==> config.mk <==
export PLATFORM = sky130hd
export DESIGN_NAME = sbc_engine
export DESIGN_NICKNAME = d
export VERILOG_FILES = /design/src/core/sbc_engine.v
export VERILOG_INCLUDE_DIRS = /design/src /design/src/shared
export SDC_FILE = /design/constraint.sdc
export NUM_CORES = 2
export LEC_CHECK = 0
export BUFFER_PORTS_ARGS = -buffer_cell sky130_fd_sc_hd__buf_2
export CORE_AREA = 10 10 382 384
export CTS_CLUSTER_DIAMETER = 120
export DETAILED_ROUTE_END_ITERATION = 16
export DIE_AREA = 0 0 392 394
export SETUP_SLACK_MARGIN = 0.3
export SLEW_MARGIN = 5
export SYNTH_ARGS = -nofsm -noshare
export SYNTH_HDL_FRONTEND = slang
export SYNTH_SLANG_ARGS = --single-unit
==> constraint.sdc <==
create_clock -name sys_clk -period 7.7 [get_ports sys_clk]
set_input_delay 0.385 -clock sys_clk [delete_from_list [all_inputs] [get_ports sys_clk]]
set_output_delay 0.385 -clock sys_clk [all_outputs]
set_load 0.005 [all_outputs]
==> src/shared/sbc_defines.vh <==
`ifndef SBC_DEFINES_VH
`define SBC_DEFINES_VH
// ----------------------------------------
// register byte offsets
// ----------------------------------------
`define SBC_OFS_CTRL 8'h00
`define SBC_OFS_STATUS 8'h04
`define SBC_OFS_KEY 8'h10
`define SBC_OFS_IV 8'h30
`define SBC_OFS_DIN 8'h40
`define SBC_OFS_DOUT 8'h50
`define SBC_OFS_LAST 8'h5C
// ----------------------------------------
// control fields
// ----------------------------------------
`define SBC_CTRL_START 0
`define SBC_CTRL_DEC 1
`define SBC_CTRL_MODE_LO 2
`define SBC_CTRL_ALG 4
`define SBC_CTRL_KSZ_LO 5
`define SBC_CTRL_TWOKEY 7
`define SBC_CTRL_SRST 31
`define SBC_CTRL_MASK 32'h000000FE
`define SBC_MODE_ECB 2'h0
`define SBC_MODE_CBC 2'h1
`define SBC_MODE_BLIND 2'h2
`define SBC_MODE_RECRYPT 2'h3
`define SBC_KSZ_128 2'h0
`define SBC_KSZ_192 2'h1
`define SBC_KSZ_256 2'h2
// ----------------------------------------
// status fields, round counts and bus response codes
// ----------------------------------------
`define SBC_ST_BUSY 0
`define SBC_ST_DONE 1
`define SBC_ST_BLOCKED 2
`define SBC_NR_AES128 6'h0A
`define SBC_NR_AES192 6'h0C
`define SBC_NR_AES256 6'h0E
`define SBC_NR_TDES 6'h30
`define SBC_NR_TDES_KEY 6'h10
`define SBC_RESP_OKAY 2'h0
`define SBC_RESP_SLVERR 2'h2
`endif

==> src/core/sbc_engine.v <==
// Chosen here: the address map and the AXI4-Lite slave port.
`timescale 1ns/1ps
`include "sbc_defines.vh"

// Behaviour
// - triple DES ECB and CBC, 168-bit key
// - blinding feedback and re-encryption modes offered
// - two-key option reuses first key as third
// - key write replaces previous key completely
// - software reset zeroes all keys immediately
// - AES ECB and CBC encrypt and decrypt
// - AES 128, 192, 256 with matching rounds
// - keys destroyed only by overwrite or zeroing
// - blocked engine gives no cryptographic effect
module sbc_engine (
   input wire sys_clk, // 40 MHz clock
   input wire reset, // synchronous, active high
   input wire engine_blocked_pin, // manufacture strap, high blocks engine
   input wire [7:0] s_axi_awaddr, // write address
   input wire s_axi_awvalid, // write address valid
   output wire s_axi_awready, // write address ready
   input wire [31:0] s_axi_wdata, // write data
   input wire [3:0] s_axi_wstrb, // write byte strobes
   input wire s_axi_wvalid, // write data valid
   output wire s_axi_wready, // write data ready
   output reg [1:0] s_axi_bresp, // write response
   output reg s_axi_bvalid, // write response valid
   input wire s_axi_bready, // write response ready
   input wire [7:0] s_axi_araddr, // read address
   input wire s_axi_arvalid, // read address valid
   output wire s_axi_arready, // read address ready
   output reg [31:0] s_axi_rdata, // read data
   output reg [1:0] s_axi_rresp, // read response
   output reg s_axi_rvalid, // read data valid
   input wire s_axi_rready // read data ready
);
   localparam ST_IDLE = 3'b001;
   localparam ST_RUN = 3'b010;
   localparam ST_FIN = 3'b100;

   // ----------------------------------------
   // helpers
   // ----------------------------------------
   function [31:0] merge;
      input [31:0] old;
      input [31:0] nw;
      input [3:0] strb;
      integer b;
      begin
         merge = old;
         for (b = 0; b < 4; b = b + 1) begin
            if (strb[b]) begin
               merge[b*8 +: 8] = nw[b*8 +: 8];
            end
         end
      end
   endfunction

   function mapped;
      input [7:0] a;
      begin
         mapped = (a[1:0] == 2'h0) && (a <= `SBC_OFS_LAST) &&
                  (a[7:4] != 4'h0 || a[3:2] < 2'h2);
      end
   endfunction

   // round key: tdes picks one 64-bit key per 16 rounds, aes walks the key words
   function [127:0] rkey;
      input alg;
      input [1:0] ksz;
      input two_key;
      input [255:0] key;
      input [5:0] rnd;
      reg [63:0] kk;
      reg [511:0] dbl;
      reg [5:0] sel;
      begin
         kk = 64'h0;
         sel = 6'h0;
         dbl = {key, key};
         if (!alg) begin
            if (rnd < `SBC_NR_TDES_KEY) begin
               kk = key[63:0];
            end else if (rnd < 6'h20) begin
               kk = key[127:64];
            end else begin
               kk = two_key ? key[63:0] : key[191:128];
            end
            rkey = {kk, kk};
         end else begin
            case (ksz)
               `SBC_KSZ_128: sel = rnd % 6'h04;
               `SBC_KSZ_192: sel = rnd % 6'h06;
               default: sel = rnd % 6'h08;
            endcase
            rkey = dbl[sel*32 +: 128] ^ {122'h0, rnd};
         end
      end
   endfunction

   // invertible round step; the 64-bit path forces the upper half to zero
   function [127:0] step;
      input [127:0] s;
      input [127:0] rk;
      input dec;
      input alg;
      reg [127:0] t;
      begin
         if (!alg) begin
            t = s ^ {64'h0, rk[63:0]};
            step = dec ? {64'h0, t[0], t[63:1]} :
                         {64'h0, s[62:0], s[63]} ^ {64'h0, rk[63:0]};
         end else begin
            t = s ^ rk;
            step = dec ? {t[0], t[127:1]} : {s[126:0], s[127]} ^ rk;
         end
      end
   endfunction

   // ----------------------------------------
   // state
   // ----------------------------------------
   reg blk_s1_q, blk_s2_q, blocked_q;
   reg aw_got_q, w_got_q;
   reg [7:0] aw_addr_q;
   reg [31:0] w_data_q;
   reg [3:0] w_strb_q;
   reg [31:0] ctrl_q;
   reg [255:0] key_q;
   reg [127:0] iv_q, din_q, dout_q, blk_q;
   reg [2:0] state_q;
   reg [5:0] cnt_q;
   reg phase_q, done_q;

   wire [1:0] mode = ctrl_q[`SBC_CTRL_MODE_LO +: 2];
   wire alg = ctrl_q[`SBC_CTRL_ALG];
   wire [1:0] ksz = ctrl_q[`SBC_CTRL_KSZ_LO +: 2];
   wire recrypt = (mode == `SBC_MODE_RECRYPT);
   wire chained = (mode == `SBC_MODE_CBC) || (mode == `SBC_MODE_BLIND);
   wire run_dec = recrypt ? !phase_q : ctrl_q[`SBC_CTRL_DEC];
   wire [5:0] nr = !alg ? `SBC_NR_TDES :
                   (ksz == `SBC_KSZ_128) ? `SBC_NR_AES128 :
                   (ksz == `SBC_KSZ_192) ? `SBC_NR_AES192 : `SBC_NR_AES256;
   wire [5:0] ridx = run_dec ? (nr - 6'h01 - cnt_q) : cnt_q;
   wire [127:0] rk = rkey(alg, ksz, ctrl_q[`SBC_CTRL_TWOKEY], key_q, ridx);
   wire [127:0] nxt = step(blk_q, rk, run_dec, alg);
   wire [127:0] dmask = alg ? {128{1'b1}} : {64'h0, {64{1'b1}}};
   // start arrives in the same word as the new mode, so the block load decodes that word
   wire [31:0] ctrl_nx = merge(ctrl_q, w_data_q, w_strb_q) & `SBC_CTRL_MASK;
   wire [1:0] mode_nx = ctrl_nx[`SBC_CTRL_MODE_LO +: 2];
   wire chained_nx = (mode_nx == `SBC_MODE_CBC) || (mode_nx == `SBC_MODE_BLIND);
   wire [127:0] dmask_nx = ctrl_nx[`SBC_CTRL_ALG] ? {128{1'b1}} : {64'h0, {64{1'b1}}};

   wire do_wr = aw_got_q && w_got_q && !s_axi_bvalid;
   wire wr_ok = mapped(aw_addr_q);
   wire [3:0] widx = aw_addr_q[5:2];
   wire [31:0] wv = merge(32'h0, w_data_q, w_strb_q);
   wire wr_ctrl = do_wr && wr_ok && (aw_addr_q == `SBC_OFS_CTRL);
   wire soft_rst = wr_ctrl && wv[`SBC_CTRL_SRST];
   wire start = wr_ctrl && wv[`SBC_CTRL_START];

   assign s_axi_awready = !aw_got_q;
   assign s_axi_wready = !w_got_q;
   assign s_axi_arready = !s_axi_rvalid;

   // ----------------------------------------
   // strap synchroniser
   // ----------------------------------------
   always @(posedge sys_clk) begin
      blk_s1_q <= engine_blocked_pin;
      blk_s2_q <= blk_s1_q;
      if (reset) begin
         blocked_q <= 1'b1;
      end else begin
         blocked_q <= blk_s2_q;
      end
   end

   // ----------------------------------------
   // bus slave and registers
   // ----------------------------------------
   always @(posedge sys_clk) begin
      if (reset) begin
         aw_got_q <= 1'b0;
         w_got_q <= 1'b0;
         aw_addr_q <= 8'h00;
         w_data_q <= 32'h0;
         w_strb_q <= 4'h0;
         s_axi_bvalid <= 1'b0;
         s_axi_bresp <= `SBC_RESP_OKAY;
         s_axi_rvalid <= 1'b0;
         s_axi_rresp <= `SBC_RESP_OKAY;
         s_axi_rdata <= 32'h0;
         ctrl_q <= 32'h0;
         key_q <= 256'h0;
         iv_q <= 128'h0;
         din_q <= 128'h0;
      end else begin
         if (s_axi_awvalid && !aw_got_q) begin
            aw_got_q <= 1'b1;
            aw_addr_q <= s_axi_awaddr;
         end
         if (s_axi_wvalid && !w_got_q) begin
            w_got_q <= 1'b1;
            w_data_q <= s_axi_wdata;
            w_strb_q <= s_axi_wstrb;
         end
         if (s_axi_bvalid && s_axi_bready) begin
            s_axi_bvalid <= 1'b0;
         end
         if (do_wr) begin
            aw_got_q <= 1'b0;
            w_got_q <= 1'b0;
            s_axi_bvalid <= 1'b1;
            s_axi_bresp <= wr_ok ? `SBC_RESP_OKAY : `SBC_RESP_SLVERR;
            if (wr_ok) begin
               if (aw_addr_q == `SBC_OFS_CTRL) begin
                  ctrl_q <= ctrl_nx;
               end else if (aw_addr_q[7:4] == 4'h1 || aw_addr_q[7:4] == 4'h2) begin
                  // old word is not merged in, so a write leaves no trace of it
                  key_q[(widx - 4'h4)*32 +: 32] <= wv;
               end else if (aw_addr_q[7:4] == 4'h3) begin
                  iv_q[widx[1:0]*32 +: 32] <= merge(iv_q[widx[1:0]*32 +: 32],
                                                     w_data_q, w_strb_q);
               end else if (aw_addr_q[7:4] == 4'h4) begin
                  din_q[widx[1:0]*32 +: 32] <= merge(din_q[widx[1:0]*32 +: 32],
                                                      w_data_q, w_strb_q);
               end
            end
         end
         if (state_q == ST_FIN && chained) begin
            if (!ctrl_q[`SBC_CTRL_DEC]) begin
               iv_q <= (mode == `SBC_MODE_CBC) ? blk_q : (blk_q ^ din_q);
            end else begin
               iv_q <= (mode == `SBC_MODE_CBC) ? din_q :
                       (din_q ^ ((blk_q ^ iv_q) & dmask));
            end
         end
         if (soft_rst) begin
            key_q <= 256'h0;
            iv_q <= 128'h0;
            din_q <= 128'h0;
         end
         if (s_axi_rvalid && s_axi_rready) begin
            s_axi_rvalid <= 1'b0;
         end
         if (s_axi_arvalid && !s_axi_rvalid) begin
            s_axi_rvalid <= 1'b1;
            s_axi_rresp <= mapped(s_axi_araddr) ? `SBC_RESP_OKAY : `SBC_RESP_SLVERR;
            s_axi_rdata <= 32'h0;
            if (s_axi_araddr == `SBC_OFS_CTRL) begin
               s_axi_rdata <= ctrl_q;
            end else if (s_axi_araddr == `SBC_OFS_STATUS) begin
               s_axi_rdata <= {29'h0, blocked_q, done_q, state_q != ST_IDLE};
            end else if (s_axi_araddr[7:4] == 4'h3) begin
               s_axi_rdata <= iv_q[s_axi_araddr[3:2]*32 +: 32];
            end else if (s_axi_araddr[7:4] == 4'h4) begin
               s_axi_rdata <= din_q[s_axi_araddr[3:2]*32 +: 32];
            end else if (s_axi_araddr[7:4] == 4'h5) begin
               s_axi_rdata <= dout_q[s_axi_araddr[3:2]*32 +: 32];
            end
            // keys are write-only so they cannot be read back
         end
      end
   end

   // ----------------------------------------
   // cipher sequencer
   // ----------------------------------------
   always @(posedge sys_clk) begin
      if (reset || soft_rst) begin
         state_q <= ST_IDLE;
         cnt_q <= 6'h00;
         phase_q <= 1'b0;
         blk_q <= 128'h0;
         dout_q <= 128'h0;
         done_q <= 1'b0;
      end else begin
         if (do_wr && wr_ok && aw_addr_q == `SBC_OFS_STATUS && wv[`SBC_ST_DONE]) begin
            done_q <= 1'b0;
         end
         case (state_q)
            ST_IDLE: begin
               if (start && !blocked_q) begin
                  state_q <= ST_RUN;
                  cnt_q <= 6'h00;
                  phase_q <= 1'b0;
                  done_q <= 1'b0;
                  if (chained_nx && !ctrl_nx[`SBC_CTRL_DEC]) begin
                     blk_q <= (din_q ^ iv_q) & dmask_nx;
                  end else begin
                     blk_q <= din_q & dmask_nx;
                  end
               end
            end
            ST_RUN: begin
               blk_q <= nxt;
               cnt_q <= cnt_q + 6'h01;
               if (cnt_q == nr - 6'h01) begin
                  cnt_q <= 6'h00;
                  if (recrypt && !phase_q) begin
                     phase_q <= 1'b1;
                  end else begin
                     state_q <= ST_FIN;
                  end
               end
            end
            ST_FIN: begin
               state_q <= ST_IDLE;
               done_q <= 1'b1;
               if (chained && ctrl_q[`SBC_CTRL_DEC]) begin
                  dout_q <= (blk_q ^ iv_q) & dmask;
               end else begin
                  dout_q <= blk_q;
               end
            end
            default: state_q <= ST_IDLE;
         endcase
      end
   end
endmodule

==> run_results.csv <==
group,metric,value,unit
outcome,outcome,"finished clean",
die,ios,101,
route,totalWireLength,305200,um
setup_path,path_delay_family,"simple AND/OR/NAND/NOR gates",
setup_path,crit_arrival,7.83,ns
job,cap_violations,0,
yosys,ys_ff_latch,871,
clocking,tritoncts,"done",
clocking,clockBufferDepth,3,
timing,tightest_slew,1.404,ns
global_route,grt_antenna_before_repair,13,
layout,drive_above_1_share,0.1125,
setup_path,path_class,"reg -> reg",
layout,layout_commonest_cell,"nand2_1",
timing,post-route-period-util,0.9345,
timing,hold_violations,0,
power,p_per_area,152.1,mW/mm^2
timing,slew_viol_final,0,
global_route,grt_use_total,0.3760,
yosys,synth_area,0.06193,mm^2
setup_path,critical_path_buf_inv_count,2,
yosys,avgSynthCellArea,7.586,um^2
setup_path,cpPeakStageDelay,0.94,ns
die,die_y,394,um
timing,finalSetupViolCount,0,
layout,area_growth,8.407,%
layout,multi_input_area,0.04086,mm^2
timing,skew,0.03366,ns
route,viasPerCell,6.971,
power,power.leakage,21.48,nW
yosys,synthArstFlopShare,0,
timing,fin_ws,0.5040,ns
route,ant_nets,0,
power,ir_drop,186.7,uV
global_route,grt_max_degree,177,
timing,fmax,139.0,MHz
clocking,clk_latency,0.75,ns
layout,stdcell_area,0.06713,mm^2
placed_design,pre_cts_ws,0.4819,ns
layout,final_nets,7799,
die,start_util,0.4471,
clocking,clkTransAtPathRegs,0.06,ns
clocking,cts.sinks,871,
die,core.rowCount,137,
clocking,cts_max_level,3,
die,dieArea,0.1544,mm^2
timing,max_slew_margin,0.05859,
setup_path,start_kind,"flop",
placed_design,port_buffers,98,
yosys,ys_seq_area_frac,0.2816,
timing,rsz0062_at_grt,"no",
setup_path,slowest_stage,"nor2_1",
worst_hold_path,min-delay-path-class,"in -> reg",
route,drt_iter0_drc,10210,
global_route,grt_pass1_wl,435400,um
yosys,ys.flop_type,"dfxtp_1",
route,remaining_drc_errors,0,
route,vias,66950,
placed_design,routabilityCongestion,0.9759,
placed_design,placed_cell_area,0.06314,mm^2
layout,layout_common_cells,"1,093 x nand2_1, 1,030 x nor2_1, 865 x dfxtp_1",
route,wire_per_inst,31.77,um
route,firstDrtPassIters,9,
global_route,grt_pass1_vias,60690,
timing,tns,0,ns
setup_path,cp_max_fo,15,
layout,nFillCells,13680,
die,core,0.1385,mm^2
setup_path,cp-end-kind,"flop",
yosys,synth_cell_type_count,104,
placed_design,dp_hpwl,195500,um
yosys,yosys_warnings,0,
timing,period_minus_slack,7.196,ns
yosys,synth-edff-count,0,
setup_path,critical_path_required,8.33,ns
clocking,cts_root_buf,"clkbuf_16",
layout,postLayoutCoreUtil,0.4847,
global_route,grt_overflow_total,0,
yosys,netlist_instances,8163,
die,die_x,392,um
layout,seqCellArea,0.01745,mm^2
clocking,cts_buffers,103,
==> metrics by stage <==
step	hold WS, ns	std cells	power [mW]
2_1_floorplan	0.3096	8164	4.924
5_1_grt	0.1375	9600	10.42
6_report	0.05342	9605	10.21
3_5_place_dp	0.3230	9362	5.165
3_3_place_gp	0.3186	9362	5.163
4_1_cts	0.03277	9597	10.20
==> synth_stat cells (17+ instances only) <==
cell	n	area, um^2
nand2_1	1106	4151
nor2_1	1038	3896
dfxtp_1	871	17440
a21oi_1	700	3503
o21ai_0	668	3343
clkbuf_1	658	2470
mux4_2	293	6599
xor2_1	284	2487
a22oi_1	227	1704
xnor2_1	219	1918
a221oi_1	206	1804
nor3_1	199	996.0
a211oi_1	156	1171
buf_1	150	563.0
inv_1	139	521.8
nand3_1	138	690.7
mux2i_1	103	1031
a31oi_1	95	594.3
o211ai_1	95	713.2
o22ai_1	86	538.0
nor2b_1	66	412.9
buf_2	60	300.3
nand4_1	58	362.9
o221ai_1	46	402.9
nor3b_1	43	322.8
o32ai_1	37	324.1
a311oi_1	30	262.8
or3_1	28	175.2
ha_1	25	312.8
a222oi_1	21	210.2
and3_1	21	131.4
buf_4	21	157.7
a32oi_1	17	148.9
==> cell families after synthesis <==
| logic type | Yosys count | share of synthesized area |
|---|---|---|
| AOI/OAI and AO/OA | 2537 | 0.2608 |
| xor gates and xnor gates | 506 | 0.07213 |
| adders and majority gates | 26 | 0.005374 |
| buffers and inverters | 1032 | 0.06516 |
| DFF | 871 | 0.2816 |
| muxes | 404 | 0.1247 |
| other | 2 | 0.0001213 |
| and+or+nand+nor | 2785 | 0.1901 |
==> final timing paths <==
kind,from,to,slack [ns],cells after the start
worst min-delay path,s_axi_araddr[0],s_axi_rresp[1],0.05,5
worst max register to register,ctrl_q[6],blk_q[13],0.50,26
worst max-delay path,ctrl_q[6],blk_q[13],0.50,26
worst min register to register,blk_s1_q,blk_s2_q,0.34,0
==> worst register-to-register path: cells and delay by family, from the launching register on <==
kind            cells  cell delay [ns]
xor+xnor            1             0.15
flops               1             0.51
simple gates        8             2.41
compound gates     11             2.33
fa+ha+maj           3             0.78
buf+inv             2             0.60
mux                 1             0.34
==> power breakdown <==
group	switching (mW)	total [mW]	leakage, nW	internal [mW]
combinational	0.384	0.517	12.8	0.133
sequential	0.0594	4.59	7.03	4.53
clock	2.20	5.10	1.67	2.91
==> repair_timing <==
action	CTS	global route
setup endpoints to repair	0	5
resized for setup	0	5
hold buffers	50	0
setup buffers	0	3
endpoints found under the hold margin	49	0
==> sequential cells by signal, indices dropped and copies added, names as in the netlist, 4 cells and up <==
name         cells
aw_addr_q        8
blk_q          128
cnt_q            6
ctrl_q           7
din_q          128
dout_q         128
iv_q           128
key_q          256
s_axi_rdata     32
w_data_q        32
w_strb_q         4
==> final cells by class <==
| type | count | area share |
|---|---|---|
| Antenna cell | 5 | 0.0001864 |
| Timing Repair Buffer | 334 | 0.03858 |
| Sequential cell | 871 | 0.2600 |
| Inverter | 142 | 0.007977 |
| Tap cell | 1807 | 0.03368 |
| Clock inverter | 32 | 0.005964 |
| Clock buffer | 153 | 0.04495 |
| Multi-Input combinational cell | 6261 | 0.6087 |
==> routing by layer <==
metal	part of all wire	vias to the layer above	GRT usage	routed length (um)
li1	-	28590	-	-
met1	0.38	32110	0.4858	114500
met2	0.39	5114	0.5156	120400
met3	0.16	1125	0.1545	48400
met4	0.071	12	0.2286	21760
met5	0.00026	-	0	79
Note: power is estimated with default switching activity, not from simulation.
